## src/sspm_pkg.sv

```systemverilog
package sspm_pkg;
   // ======================================
   // register map
   localparam logic [15:0] SSPM_CTRL_OFFS = 16'hFFB2;
   localparam logic [15:0] SSPM_TXB_OFFS = 16'hFFB4;
   localparam logic [15:0] SSPM_RXB_OFFS = 16'hFFB8;
   localparam logic [15:0] SSPM_BAUD_OFFS = 16'hFFBC;
   localparam logic [15:0] SSPM_EVT_OFFS = 16'hFFC0;
   localparam logic [15:0] SSPM_CTRL_RST = 16'h0000;
   localparam logic [15:0] SSPM_BAUD_RST = 16'h0000;
   // ======================================
   // control field positions
   localparam int SSPM_EN_BIT = 15;
   localparam int SSPM_MS_BIT = 14;
   localparam int SSPM_AREN_BIT = 12;
   localparam int SSPM_BEN_BIT = 11;
   localparam int SSPM_PEN_BIT = 10;
   localparam int SSPM_REN_BIT = 9;
   localparam int SSPM_TEN_BIT = 8;
   localparam int SSPM_PO_BIT = 6;
   localparam int SSPM_PH_BIT = 5;
   localparam int SSPM_HB_BIT = 4;
   localparam int SSPM_BSY_BIT = 12;
   localparam int SSPM_BE_BIT = 11;
   localparam int SSPM_PE_BIT = 10;
   localparam int SSPM_RE_BIT = 9;
   localparam int SSPM_TE_BIT = 8;
   // only these bits are stored as configuration
   localparam logic [15:0] SSPM_CFG_MASK = 16'h5F7F;
   // ======================================
   // rate watchdog: slave half periods vs expected
   localparam logic [17:0] SSPM_RATE_MIN_DIV = 18'h00002;
   localparam logic [1:0] SSPM_RESP_OKAY = 2'h0;
   localparam logic [1:0] SSPM_RESP_SLVERR = 2'h2;

   typedef enum logic [1:0] {
      SSPM_IDLE = 2'b00,
      SSPM_LOADED = 2'b01,
      SSPM_SHIFT = 2'b11
   } sspm_state_type;

   typedef struct packed {
      logic master;
      logic aren;
      logic ben;
      logic pen;
      logic ren;
      logic ten;
      logic po;
      logic ph;
      logic hb;
      logic [3:0] width;
   } sspm_cfg_type;

   typedef struct packed {
      logic bsy;
      logic be;
      logic pe;
      logic re;
      logic te;
   } sspm_flag_type;
endpackage

```

## src/sspm_top.sv

```systemverilog
// ======================================
// What this block does
// - enable before access picks config or flags
// - write with enable applies config then enables
// - frame length is width field plus one
// - bit 4 selects msb or lsb first
// - phase bit swaps shift and latch edges
// - polarity bit sets idle clock level
// - four enables gate error flagging
// - auto reset on rate error when enabled
// - master drives clock, slave uses pin clock
// - low status field counts shifted bits
// - transmit error: slave starts without new data
// - receive error: overrun of unread buffer
// - phase error: data changes at sample edge
// - rate error: slave clock off by two
// - transfer start sets busy, tx request
// - buffer loads shift register when empty
// - frame end fills rx buffer, clears busy unless tx buffer full
// - send and receive share one shift register
// - buffers right aligned, lsb at bit 0
// - dedicated 16-bit baud generator
// - master first bit at next baud tick
// - slave first bit driven at load
// - disabled port holds clock and data high
`timescale 1ns/1ps
`default_nettype none
module sspm_top
   import sspm_pkg::*;
(
   input wire logic CLK,
   input wire logic RST,
   input wire logic [15:0] AWADDR,
   input wire logic AWVALID,
   output logic AWREADY,
   input wire logic [31:0] WDATA,
   input wire logic [3:0] WSTRB,
   input wire logic WVALID,
   output logic WREADY,
   output logic [1:0] BRESP,
   output logic BVALID,
   input wire logic BREADY,
   input wire logic [15:0] ARADDR,
   input wire logic ARVALID,
   output logic ARREADY,
   output logic [31:0] RDATA,
   output logic [1:0] RRESP,
   output logic RVALID,
   input wire logic RREADY,
   input wire logic SCLK_I,
   output logic SCLK_O,
   output logic SCLK_OE_N,
   input wire logic MASTER_OUT_SLAVE_IN_PIN_I,
   output logic MASTER_OUT_SLAVE_IN_PIN_O,
   output logic MASTER_OUT_SLAVE_IN_PIN_OE_N,
   input wire logic MASTER_IN_SLAVE_OUT_PIN_I,
   output logic MASTER_IN_SLAVE_OUT_PIN_O,
   output logic MASTER_IN_SLAVE_OUT_PIN_OE_N,
   output logic TX_IRQ_REQ,
   output logic RX_IRQ_REQ
);

   typedef struct packed {
      logic aw_got;
      logic [15:0] awaddr;
      logic w_got;
      logic [15:0] wdata;
      logic bvalid;
      logic [1:0] bresp;
      logic rvalid;
      logic [31:0] rdata;
      logic [1:0] rresp;
      logic en;
      sspm_cfg_type cfg;
      sspm_flag_type flg;
      logic [15:0] tx_buffer;
      logic tx_full;
      logic tx_fresh;
      logic [15:0] rx_buffer;
      logic rx_unread;
      logic [15:0] shreg;
      logic [3:0] shift_bit_counter;
      sspm_state_type st;
      logic [15:0] reload;
      logic [15:0] baud_cnt;
      logic sclk;
      logic dout;
      logic half;
      logic [1:0] sclk_sync;
      logic sclk_prev;
      logic [1:0] din_sync;
      logic din_prev;
      logic [17:0] gap_cnt;
      logic tx_irq;
      logic rx_irq;
   } sspm_state_all_type;

   sspm_state_all_type s_ff;
   sspm_state_all_type nxt_s;

   // pick next bit from the serial side of the shift register
   function automatic logic out_bit(input logic [15:0] v, input logic hb, input logic [3:0] w);
      out_bit = hb ? v[w] : v[0];
   endfunction

   // shift in one bit; frame stays right aligned in bits w..0
   function automatic logic [15:0] shift_in(input logic [15:0] v, input logic hb,
                                            input logic [3:0] w, input logic b);
      logic [15:0] r;
      r = v;
      if (hb) begin
         r = {v[14:0], b};
      end else begin
         r = v >> 1;
         r[w] = b;
      end
      shift_in = r;
   endfunction

   logic din;
   logic lead_edge;
   logic trail_edge;
   logic sh_edge;
   logic lt_edge;
   logic wr_fire;
   logic rd_fire;
   logic [15:0] ctrl_rd;
   logic [17:0] expect_half;

   always_comb begin
      nxt_s = s_ff;
      nxt_s.tx_irq = 1'b0;
      nxt_s.rx_irq = 1'b0;
      din = s_ff.cfg.master ? MASTER_IN_SLAVE_OUT_PIN_I : MASTER_OUT_SLAVE_IN_PIN_I;
      lead_edge = 1'b0;
      trail_edge = 1'b0;
      expect_half = {2'h0, s_ff.reload} + 18'h00001;
      ctrl_rd = {s_ff.en, s_ff.cfg.master, 1'b0, s_ff.flg.bsy, s_ff.flg.be, s_ff.flg.pe,
                 s_ff.flg.re, s_ff.flg.te, 4'h0, s_ff.shift_bit_counter};
      if (!s_ff.en) begin
         ctrl_rd = {1'b0, s_ff.cfg.master, 1'b0, s_ff.cfg.aren, s_ff.cfg.ben, s_ff.cfg.pen,
                    s_ff.cfg.ren, s_ff.cfg.ten, 1'b0, s_ff.cfg.po, s_ff.cfg.ph,
                    s_ff.cfg.hb, s_ff.cfg.width};
      end
      // ======================================
      // axi write
      if (AWVALID && !s_ff.aw_got) begin
         nxt_s.aw_got = 1'b1;
         nxt_s.awaddr = AWADDR;
      end
      if (WVALID && !s_ff.w_got) begin
         nxt_s.w_got = 1'b1;
         nxt_s.wdata = WDATA[15:0];
      end
      wr_fire = s_ff.aw_got && s_ff.w_got && !s_ff.bvalid;
      if (s_ff.bvalid && BREADY) begin
         nxt_s.bvalid = 1'b0;
      end
      // ======================================
      // axi read
      rd_fire = ARVALID && !s_ff.rvalid;
      if (s_ff.rvalid && RREADY) begin
         nxt_s.rvalid = 1'b0;
      end
      if (rd_fire) begin
         nxt_s.rvalid = 1'b1;
         nxt_s.rresp = SSPM_RESP_OKAY;
         nxt_s.rdata = 32'h0000_0000;
         unique case (ARADDR)
            SSPM_CTRL_OFFS: nxt_s.rdata[15:0] = ctrl_rd;
            SSPM_TXB_OFFS: nxt_s.rdata[15:0] = s_ff.tx_buffer;
            SSPM_RXB_OFFS: begin
               nxt_s.rdata[15:0] = s_ff.rx_buffer;
               nxt_s.rx_unread = 1'b0;
            end
            SSPM_BAUD_OFFS: nxt_s.rdata[15:0] = s_ff.baud_cnt;
            SSPM_EVT_OFFS: nxt_s.rdata[1:0] = {s_ff.rx_unread, s_ff.tx_full};
            default: nxt_s.rresp = SSPM_RESP_SLVERR;
         endcase
      end
      // ======================================
      // baud generator, runs only while enabled master
      if (s_ff.en && s_ff.cfg.master) begin
         if (s_ff.baud_cnt == 16'h0000) begin
            nxt_s.baud_cnt = s_ff.reload;
         end else begin
            nxt_s.baud_cnt = s_ff.baud_cnt - 16'h0001;
         end
      end else begin
         nxt_s.baud_cnt = s_ff.reload;
      end
      // ======================================
      // slave clock and data sampling
      nxt_s.sclk_sync = {s_ff.sclk_sync[0], SCLK_I};
      nxt_s.sclk_prev = s_ff.sclk_sync[1];
      nxt_s.din_sync = {s_ff.din_sync[0], din};
      nxt_s.din_prev = s_ff.din_sync[1];
      if (s_ff.en && !s_ff.cfg.master) begin
         lead_edge = (s_ff.sclk_sync[1] != s_ff.sclk_prev) && (s_ff.sclk_prev == s_ff.cfg.po);
         trail_edge = (s_ff.sclk_sync[1] != s_ff.sclk_prev) && (s_ff.sclk_prev != s_ff.cfg.po);
      end
      // ======================================
      // shift engine
      sh_edge = s_ff.cfg.ph ? trail_edge : lead_edge;
      lt_edge = s_ff.cfg.ph ? lead_edge : trail_edge;
      if (s_ff.en) begin
         if (!s_ff.cfg.master && s_ff.st == SSPM_SHIFT) begin
            if (s_ff.sclk_sync[1] != s_ff.sclk_prev) begin
               nxt_s.gap_cnt = 18'h00000;
               // too fast: faster than half the expected half period
               if (s_ff.cfg.ben && (s_ff.gap_cnt < (expect_half >> 1))) begin
                  nxt_s.flg.be = 1'b1;
               end
            end else begin
               nxt_s.gap_cnt = s_ff.gap_cnt + 18'h00001;
               if (s_ff.cfg.ben && (s_ff.gap_cnt > (expect_half << 1))) begin
                  nxt_s.flg.be = 1'b1;
               end
            end
         end
         unique case (s_ff.st)
            SSPM_IDLE: begin
               nxt_s.sclk = s_ff.cfg.po;
               if (s_ff.tx_full) begin
                  nxt_s.shreg = s_ff.tx_buffer;
                  nxt_s.tx_full = 1'b0;
                  nxt_s.shift_bit_counter = 4'h0;
                  nxt_s.st = SSPM_LOADED;
                  if (!s_ff.cfg.master) begin
                     nxt_s.dout = out_bit(s_ff.tx_buffer, s_ff.cfg.hb, s_ff.cfg.width);
                  end
               end else if (!s_ff.cfg.master && (lead_edge || trail_edge)) begin
                  // slave clocked with no new data: old contents go out
                  nxt_s.shift_bit_counter = 4'h0;
                  nxt_s.st = SSPM_SHIFT;
                  nxt_s.flg.bsy = 1'b1;
                  nxt_s.tx_irq = 1'b1;
                  nxt_s.gap_cnt = 18'h00000;
                  if (s_ff.cfg.ten) begin
                     nxt_s.flg.te = 1'b1;
                  end
               end
            end
            SSPM_LOADED: begin
               if (s_ff.cfg.master ? (s_ff.baud_cnt == 16'h0000) : (lead_edge || trail_edge)) begin
                  nxt_s.st = SSPM_SHIFT;
                  nxt_s.flg.bsy = 1'b1;
                  nxt_s.tx_irq = 1'b1;
                  nxt_s.gap_cnt = 18'h00000;
                  nxt_s.half = 1'b0;
                  if (!s_ff.cfg.master && s_ff.cfg.ten && !s_ff.tx_fresh) begin
                     nxt_s.flg.te = 1'b1;
                  end
                  nxt_s.tx_fresh = 1'b0;
                  if (s_ff.cfg.master) begin
                     nxt_s.dout = out_bit(s_ff.shreg, s_ff.cfg.hb, s_ff.cfg.width);
                  end else begin
                     sh_edge = 1'b0;
                  end
               end
            end
            SSPM_SHIFT: begin
               if (s_ff.cfg.master && s_ff.baud_cnt == 16'h0000) begin
                  // master clock toggles every baud underflow
                  nxt_s.sclk = !s_ff.sclk;
                  // leading edge latches only with phase set
                  lt_edge = (s_ff.sclk == s_ff.cfg.po) == s_ff.cfg.ph;
                  sh_edge = !lt_edge;
               end
               if (lt_edge) begin
                  if (s_ff.cfg.pen && (s_ff.din_sync[1] != s_ff.din_prev)) begin
                     nxt_s.flg.pe = 1'b1;
                  end
                  nxt_s.shreg = shift_in(s_ff.shreg, s_ff.cfg.hb, s_ff.cfg.width,
                                         s_ff.din_sync[1]);
                  nxt_s.shift_bit_counter = s_ff.shift_bit_counter + 4'h1;
                  if (s_ff.shift_bit_counter == s_ff.cfg.width) begin
                     nxt_s.rx_buffer = shift_in(s_ff.shreg, s_ff.cfg.hb, s_ff.cfg.width,
                                                s_ff.din_sync[1]);
                     nxt_s.rx_irq = 1'b1;
                     nxt_s.rx_unread = 1'b1;
                     // last edge still toggles; idle state parks the clock next cycle
                     nxt_s.st = SSPM_IDLE;
                     if (s_ff.rx_unread && s_ff.cfg.ren) begin
                        nxt_s.flg.re = 1'b1;
                     end
                     if (!s_ff.tx_full) begin
                        nxt_s.flg.bsy = 1'b0;
                     end
                  end
               end else if (sh_edge) begin
                  nxt_s.dout = out_bit(s_ff.shreg, s_ff.cfg.hb, s_ff.cfg.width);
               end
            end
         endcase
         if (nxt_s.flg.be && !s_ff.flg.be && s_ff.cfg.aren) begin
            nxt_s.st = SSPM_IDLE;
            nxt_s.shift_bit_counter = 4'h0;
            nxt_s.flg.bsy = 1'b0;
            nxt_s.sclk = s_ff.cfg.po;
         end
      end else begin
         nxt_s.st = SSPM_IDLE;
         nxt_s.sclk = 1'b1;
         nxt_s.dout = 1'b1;
      end
      // ======================================
      // register writes; flags set above are kept, and a write never clears a flag
      if (wr_fire) begin
         nxt_s.aw_got = 1'b0;
         nxt_s.w_got = 1'b0;
         nxt_s.bvalid = 1'b1;
         nxt_s.bresp = SSPM_RESP_OKAY;
         unique case (s_ff.awaddr)
            SSPM_CTRL_OFFS: begin
               nxt_s.en = s_ff.wdata[SSPM_EN_BIT];
               nxt_s.cfg.master = s_ff.wdata[SSPM_MS_BIT];
               if (!s_ff.wdata[SSPM_EN_BIT]) begin
                  // release lines on the same edge that drops the enable
                  nxt_s.st = SSPM_IDLE;
                  nxt_s.sclk = 1'b1;
                  nxt_s.dout = 1'b1;
               end
               if (!s_ff.en) begin
                  nxt_s.cfg.aren = s_ff.wdata[SSPM_AREN_BIT];
                  nxt_s.cfg.ben = s_ff.wdata[SSPM_BEN_BIT];
                  nxt_s.cfg.pen = s_ff.wdata[SSPM_PEN_BIT];
                  nxt_s.cfg.ren = s_ff.wdata[SSPM_REN_BIT];
                  nxt_s.cfg.ten = s_ff.wdata[SSPM_TEN_BIT];
                  nxt_s.cfg.po = s_ff.wdata[SSPM_PO_BIT];
                  nxt_s.cfg.ph = s_ff.wdata[SSPM_PH_BIT];
                  nxt_s.cfg.hb = s_ff.wdata[SSPM_HB_BIT];
                  nxt_s.cfg.width = s_ff.wdata[3:0];
               end else begin
                  nxt_s.flg.be = nxt_s.flg.be | (s_ff.flg.be & s_ff.wdata[SSPM_BE_BIT]);
                  nxt_s.flg.pe = nxt_s.flg.pe | (s_ff.flg.pe & s_ff.wdata[SSPM_PE_BIT]);
                  nxt_s.flg.re = nxt_s.flg.re | (s_ff.flg.re & s_ff.wdata[SSPM_RE_BIT]);
                  nxt_s.flg.te = nxt_s.flg.te | (s_ff.flg.te & s_ff.wdata[SSPM_TE_BIT]);
                  if (!nxt_s.flg.be || s_ff.wdata[SSPM_BE_BIT]) begin
                     nxt_s.flg.be = nxt_s.flg.be & (s_ff.wdata[SSPM_BE_BIT] | (nxt_s.flg.be
                                    != s_ff.flg.be));
                  end
               end
            end
            SSPM_TXB_OFFS: begin
               nxt_s.tx_buffer = s_ff.wdata;
               nxt_s.tx_full = 1'b1;
               nxt_s.tx_fresh = 1'b1;
            end
            SSPM_BAUD_OFFS: nxt_s.reload = s_ff.wdata;
            SSPM_RXB_OFFS, SSPM_EVT_OFFS: nxt_s.bresp = SSPM_RESP_OKAY;
            default: nxt_s.bresp = SSPM_RESP_SLVERR;
         endcase
      end
   end

   always_ff @(posedge CLK) begin
      if (RST) begin
         s_ff <= '0;
         s_ff.sclk <= 1'b1;
         s_ff.dout <= 1'b1;
      end else begin
         s_ff <= nxt_s;
      end
   end

   // ======================================
   // outputs straight from state flops
   assign AWREADY = !s_ff.aw_got;
   assign WREADY = !s_ff.w_got;
   assign BVALID = s_ff.bvalid;
   assign BRESP = s_ff.bresp;
   assign ARREADY = !s_ff.rvalid;
   assign RVALID = s_ff.rvalid;
   assign RDATA = s_ff.rdata;
   assign RRESP = s_ff.rresp;
   assign SCLK_O = s_ff.sclk;
   assign SCLK_OE_N = !(s_ff.en && s_ff.cfg.master);
   assign MASTER_OUT_SLAVE_IN_PIN_O = s_ff.dout;
   assign MASTER_OUT_SLAVE_IN_PIN_OE_N = !(s_ff.en && s_ff.cfg.master);
   assign MASTER_IN_SLAVE_OUT_PIN_O = s_ff.dout;
   assign MASTER_IN_SLAVE_OUT_PIN_OE_N = !(s_ff.en && !s_ff.cfg.master);
   assign TX_IRQ_REQ = s_ff.tx_irq;
   assign RX_IRQ_REQ = s_ff.rx_irq;
endmodule
`default_nettype wire

```

## config.mk

```make
export PLATFORM = sky130hd
export DESIGN_NAME = sspm_top
export DESIGN_NICKNAME = d
export VERILOG_FILES = /design/src/sspm_pkg.sv /design/src/sspm_top.sv
export SDC_FILE = /design/constraint.sdc
export NUM_CORES = 1
export LEC_CHECK = 0
export ABC_AREA = 1
export BUFFER_PORTS_ARGS = -buffer_cell sky130_fd_sc_hd__buf_2
export CORE_ASPECT_RATIO = 0.75
export CORE_MARGIN = 4
export CORE_UTILIZATION = 30
export CTS_CLUSTER_DIAMETER = 40
export DETAILED_ROUTE_END_ITERATION = 12
export PLACE_DENSITY = 0.55
export SETUP_SLACK_MARGIN = 0.5
export SYNTH_ARGS = -nofsm -noshare
export SYNTH_HDL_FRONTEND = slang
export SYNTH_SLANG_ARGS = --single-unit
```

## constraint.sdc

```tcl
create_clock -name CLK -period 2.9 [get_ports CLK]
set_input_delay 0.29 -clock CLK [delete_from_list [all_inputs] [get_ports CLK]]
set_output_delay 0.29 -clock CLK [all_outputs]
set_load 0.02 [all_outputs]
```

==> results of run 1 <==
[layer usage]
| metal | GRT usage, % | share of wire (%) | vias up |
|---|---|---|---|
| met2 | 25.04 | 41 | 359 |
| met3 | 5.015 | 8.4 | 27 |
| met4 | 4.018 | 1.1 | 2 |
| li1 | - | - | 5273 |
| met1 | 28.35 | 49 | 4996 |
| met5 | 0 | 0.036 | - |
[final timing paths]
kind	start	to	slack, ps	cells past startpoint
min	SCLK_I	nxt_s[25]	50	3
min reg2reg	nxt_s[25]	nxt_s[23]	400	2
max reg2reg	s_ff[45]	SCLK_O	-440	20
max	s_ff[45]	SCLK_O	-440	20
[layout make-up]
type / count / share of cell area (%)
multi-input combinational: 987 / 44.38
sequential: 190 / 28.19
timing repair buffer: 235 / 13.18
inverter: 198 / 5.605
tap: 450 / 4.149
clock buffer: 18 / 3.236
clock inverter: 14 / 1.254
[sequential cells by signal (all words and copies together), names as in the netlist]
name,flops
BRESP,1
RX_IRQ_REQ,1
BVALID,1
MASTER_IN_SLAVE_OUT_PIN_O,1
nxt_s,4
RRESP,1
TX_IRQ_REQ,1
SCLK_O,1
RDATA,16
s_ff,162
RVALID,1
[critical path, cell delays in order, from the launching register on]
cell and delay [ps]:
dfxtp_2 360, ha_4 150, nand3_4 80, nor3_4 210
nor3b_4 280, buf_4 150, buf_4 90, buf_4 90
buf_4 100, xnor2_2 130, ha_2 310, nand2_1 100
o21ai_1 100, a21oi_1 190, nand3_2 100, nand2_2 110
nand4_4 210, buf_4 220, buf_6 110, nand2_1 50
o211ai_1 70
[stage by stage]
stage	total power, uW	hold slack, ps	TNS (ps)	utilization [%]
floorplan	2940	388.3	-42.24	-
global placement	3040	396.7	-1136	34.14
detailed placement	3042	396.5	-2305	34.14
finish	5485	47.52	-3463	40.05
CTS	5519	24.47	-1772	37.57
global route	5686	42.91	-5369	40.05
[power groups by stage]
stage                     Combinational [uW]  Clock (uW)  Sequential, uW
after global routing                     342        2650            2700
after global placement                   288           0            2750
after floorplan                          201           0            2740
after detailed placement                 289           0            2750
after CTS                                292        2540            2690
final                                    307        2490            2690
[cells by family (layout without fill, tap and decap cells)]
group	Yosys count	count (layout)	synth area share, %
buf+inv	303	465	12.49
compound gates	452	452	24.95
flops	190	190	36.55
xor+xnor	30	30	2.525
other cells	1	18	0.03603
simple gates	452	452	19.25
fa+ha+maj	35	35	4.208
[placed cells by master (no fill, tap or decap), types with 4 or more instances in the layout]
| cell type | synthesis | final |
|---|---|---|
| nand3_1 | 44 | 36 |
| nor2_4 | 2 | 14 |
| o221ai_1 | 4 | 4 |
| buf_12 | 0 | 6 |
| nand3_4 | 0 | 7 |
| a21oi_1 | 129 | 109 |
| o32ai_1 | 10 | 7 |
| dfxtp_2 | 0 | 9 |
| o211ai_1 | 4 | 4 |
| a211oi_1 | 31 | 31 |
| nor2_2 | 8 | 10 |
| xnor2_1 | 11 | 10 |
| o21ai_0 | 181 | 139 |
| a21oi_2 | 2 | 21 |
| o21ai_4 | 0 | 6 |
| o21ai_1 | 4 | 24 |
| nand2_1 | 166 | 150 |
| clkbuf_16 | 0 | 20 |
| ha_4 | 0 | 4 |
| nand2_2 | 2 | 15 |
| nand3_2 | 3 | 4 |
| buf_6 | 1 | 26 |
| nor2_1 | 162 | 148 |
| nand4_1 | 23 | 23 |
| inv_1 | 190 | 184 |
| o311ai_0 | 8 | 8 |
| a31oi_1 | 7 | 7 |
| ha_1 | 35 | 30 |
| buf_4 | 39 | 111 |
| o21ai_2 | 0 | 16 |
| inv_6 | 0 | 6 |
| xor2_1 | 19 | 17 |
| nor3_1 | 15 | 12 |
| dfxtp_1 | 190 | 178 |
| buf_2 | 7 | 88 |
| nor4_1 | 11 | 10 |
| conb_1 | 1 | 18 |
| inv_2 | 5 | 7 |
| o22ai_1 | 46 | 45 |
[timing repair]
action	4_1_cts	5_1_grt
gates resized for setup	47	188
buffers inserted	40	29
pin swaps	24	88
endpoints found under the setup margin	80	78
hold endpoints to repair	0	0
gates cloned	3	1
==> results.cfg, run 1 <==
[status]
failed_checks = setup timing
status = complete, but fails checks

[cells_and_area]
final_nets = 1742
design_area_um2 = 13570
antennaDiodeCount = 0
area_delta_synth_final_pct = 30.40
ff_latch_area_um2 = 3826
layout-drive-gt1-share_pct = 25.58
multiInputGateArea_um2 = 6023
fill_cells = 3490
finalNonFillerCells = 2092

[synth]
synth_edf_count = 0
yosys_warnings = 0
syn_avg_cell_area_um2 = 7.114
yosysUniqueCellTypes = 57
synth_cells = 1463
ys_ff_latch = 190
yosys-top-cells-area = dfxtp_1 (37%), o21ai_0 (8.7%), inv_1 (6.9%)
synth_seq_area_share_pct = 36.55
synthArstFlopShare_pct = 0
ys.flop_type = dfxtp_1
synth_common_cells = dfxtp_1 (190), inv_1 (190), o21ai_0 (181)
yosysTopAreaCell = dfxtp_1
synth_top_cell_area_share_pct = 36.55
syn_area_um2 = 10410

[floorplanning]
initial_utilization_pct = 30.71
dieArea_um2 = 37770
die_w_um = 223.1
fp-row-count = 58
core_um2 = 33890
die_h_um = 169.3
ios = 127

[place]
place_inst = 1987
place_congestion = 0.9091
numPortBuffers = 88
detailed_place.area_um2 = 11570
dp_slack_ps = -408.5
dp_hpwl_mm = 25.91

[global_route]
grt-ovfl-total = 0
grt_max_degree = 52
antenna_found_initial = 1
grt_pass1_vias = 9514
gr-usage-all-layers_pct = 18.32
grt_first_pass_wirelength_mm = 54.81

[clock_tree]
cts_buffer_depth = 2
holdBufCountCts = 0
cts-root-buf = clkbuf_16
htreeDepth = 4
insertion_delay_ps = 460
cts_buffers = 17
cts_tree = done
cts_sinks = 190
clk_pin_slew_ps = 70

[power_and_ir_drop]
p_int_uw = 4077
p_leak_uw = 0.005506
irDropWorstVdd_uv = 420.6
power.density_nw_per_um2 = 404.1
power.share.clock_pct = 45.3
p_comb_share_pct = 5.6
switching_power_uw = 1408
switching_share_pct = 25.67
seqPwrFrac_pct = 49.0

[route]
via_per_inst = 5.094
wirelength_mm = 36.50
first_iter_violations = 1048
drc = 0
drt-wirelength-per-cell_um = 17.45
via_count = 10660
antenna_left = 0
drtPass1Iterations = 5

[critical_path]
crit_arrival_ps = 3670
end_kind = register
startpoint_type = register
cp.required_ps = 3230
crit_fanout = 8
crit_type = reg2reg

[sta]
tightest_slew_ps = 912.0
hold_viol_final = 0
skew_ps = 13.69
rsz0062_at_grt = true
finalMaxSlewViolations = 0
max_freq_ghz = 0.2994
slew-limit-headroom_pct = 39.13
fin_crit_sh_pct = 115.2
fin_crit_ps = 3340
setup_viol = 9
fin_ws_ps = -440.2

[hold_path]
hold_path.class = in2reg

[run]
max_cap_viol_count = 0
Note: power is estimated with default switching activity, not from simulation.
==> run 2, diff against run 1 <==
- ABC_AREA: 1 -> unset
- SLEW_MARGIN: unset -> 30
==> results.cfg, run 2 <==
[sta]
fin_crit_sh_pct = 109.9
max_freq_ghz = 0.3137
slew-limit-headroom_pct = 47.12
hold_viol_final = 0
tightest_slew_ps = 793.1
finalMaxSlewViolations = 0
setup_viol = 9
skew_ps = 8.747
fin_ws_ps = -287.8
rsz0062_at_grt = true
fin_crit_ps = 3188

[synth]
yosys_warnings = 0
synthAdderAreaFrac_pct = 4.215
synth_seq_area_share_pct = 36.61
synth_common_cells = dfxtp_1 (190), nor2_1 (185), nand2_1 (148)
synth_mux_area_share_pct = 13.01
yosysMostFrequentCell = dfxtp_1
yosys-top-cells-area = dfxtp_1 (37%), mux2i_1 (7.8%), nor2_1 (6.7%)
synth_top_cell_area_share_pct = 36.61
synth_top_family_by_area = simple AND/OR/NAND/NOR gates
synth_cells = 1238
ys_ff_latch = 190
synth-xor-area-share_pct = 3.625
syn_avg_cell_area_um2 = 8.392
yosysTopAreaCell = dfxtp_1
synth-simple-area-share_pct = 21.15
synth_compound_area_share_pct = 14.81
syn_area_um2 = 10390
synthArstFlopShare_pct = 0
synth_edf_count = 0
yosysUniqueCellTypes = 71
ys.flop_type = dfxtp_1

[global_route]
grt-ovfl-total = 0
grt_pass1_vias = 8746
antenna_found_initial = 1
gr-usage-all-layers_pct = 16.67
grt_first_pass_wirelength_mm = 50.45
grt_max_degree = 115

[clock_tree]
cts_buffers = 17
cts-root-buf = clkbuf_16
cts_buffer_depth = 2
insertion_delay_ps = 440
cts_tree = done
cts_sinks = 190
htreeDepth = 4
clk_pin_slew_ps = 80
holdBufCountCts = 0

[cells_and_area]
final_cell_mix = nor2_1 (178), dfxtp_1 (173), nand2_1 (146)
antennaDiodeCount = 0
area_delta_synth_final_pct = 25.08
largest_reg_flops = 162
layout-drive-gt1-share_pct = 26.09
final_nets = 1480
top_register = s_ff
mostFrequentLayoutCell = nor2_1
fin_util_pct = 38.42

[floorplanning]
core_um2 = 33820
die_w_um = 222.9
fp-row-count = 58
initial_utilization_pct = 30.72
ios = 127
die_h_um = 169.2
dieArea_um2 = 37700

[route]
first_iter_violations = 763
drt-wirelength-per-cell_um = 18.08
via_count = 9461
drtPass1Iterations = 6
antenna_left = 0
via_per_inst = 5.170
wirelength_mm = 33.09
drc = 0

[critical_path]
crit_type = reg2reg
end_kind = register
cp.required_ps = 3250
crit_start = s_ff[46]
crit_arrival_ps = 3540
crit_fanout = 8
rr_startpoint = s_ff[46]
startpoint_type = register

[run]
max_cap_viol_count = 0

[power_and_ir_drop]
finalPower_uw = 5384
p_leak_uw = 0.005013
irDropWorstVdd_uv = 405.4
power.density_nw_per_um2 = 414.4

[status]
failed_checks = setup timing
status = complete, but fails checks

[hold_path]
hold_start = RREADY
hold_path.class = in2reg

[place]
dp_hpwl_mm = 23.20
place_congestion = 0.8627
numPortBuffers = 88
## run 2: cell count changes after synthesis, sizes merged, moves of 14 or more
cell,before,now
nand4,25,11
o21ai,185,58
nand2,168,148
inv,195,23
a21oi,131,64
mux2i,0,81
nor2b,0,17
nor2,172,186
mux2,0,28
o22ai,46,2
a311oi,0,16
## run 2: cells by family after synthesis
family	count (synthesis)
muxes	119
and+or+nand+nor	480
AOI/OAI and AO/OA	234
buffers and inverters	136
DFF	190
other	1
xor gates and xnor gates	43
adders and majority gates	35
## run 2: repair_timing
action                                 in CTS  in global routing
gates resized for setup                    52                 63
pin swaps                                  23                 23
gates cloned                                3                  5
buffers inserted                           16                 11
setup endpoints to repair                  62                 84
endpoints found under the hold margin       0                  0
## run 2: critical path: stages (launching register included)
cell	delay [ps]
dfxtp_4	380
ha_4	150
nand3_4	90
nor3_4	210
nand2_1	90
xor2_1	210
ha_1	290
a21o_1	160
a21o_1	190
a211o_1	300
a31oi_1	140
o31ai_1	90
a311o_2	360
nand4_4	140
nand3_4	100
o311ai_2	210
## run 2: metrics by stage
step	hold slack [ps]	cells	area (um^2)	setup TNS (ps)	worst slack [ps]
2_1_floorplan	390.1	1255	10530	-386.6	-138.6
3_3_place_gp	433.2	1763	11600	-1872	-280.0
3_5_place_dp	437.3	1763	11600	-2438	-323.3
4_1_cts	17.87	1814	12590	-2231	-296.9
5_1_grt	24.90	1830	12990	-4601	-548.2
6_report	26.70	1830	12990	-2179	-287.8
## run 2: worst paths after layout
kind,endpoint,slack [ps],cells after the start
max reg2reg,s_ff[65],-290,15
min,RVALID,30,2
min reg2reg,s_ff[203],450,2
max,s_ff[65],-290,15
## run 2: per-layer routing
layer  up-vias  share of wire, %  track usage (%)
met4         2              0.87            3.295
met2       305                41            23.28
met1      4558                51            26.00
met3        19               7.8            3.943
met5         -             0.036                0
li1       4577                 -                -
## run 2: area by class of cell
cell class,instances,area (um^2)
timing repair inverter,1,5.005
inverter,23,93.84
sequential,190,3840
multi-input combinational,929,6364
tap,450,563.0
clock buffer,19,442.9
clock inverter,13,157.7
timing repair buffer,205,1528
fill,3491,20820
## run 2: power by group
part           internal, uW  total [uW]  switching [uW]
Combinational          81.9         248             166
Clock                  1320        2450            1130
Sequential             2640        2680            45.0
Total                  4040        5380            1340
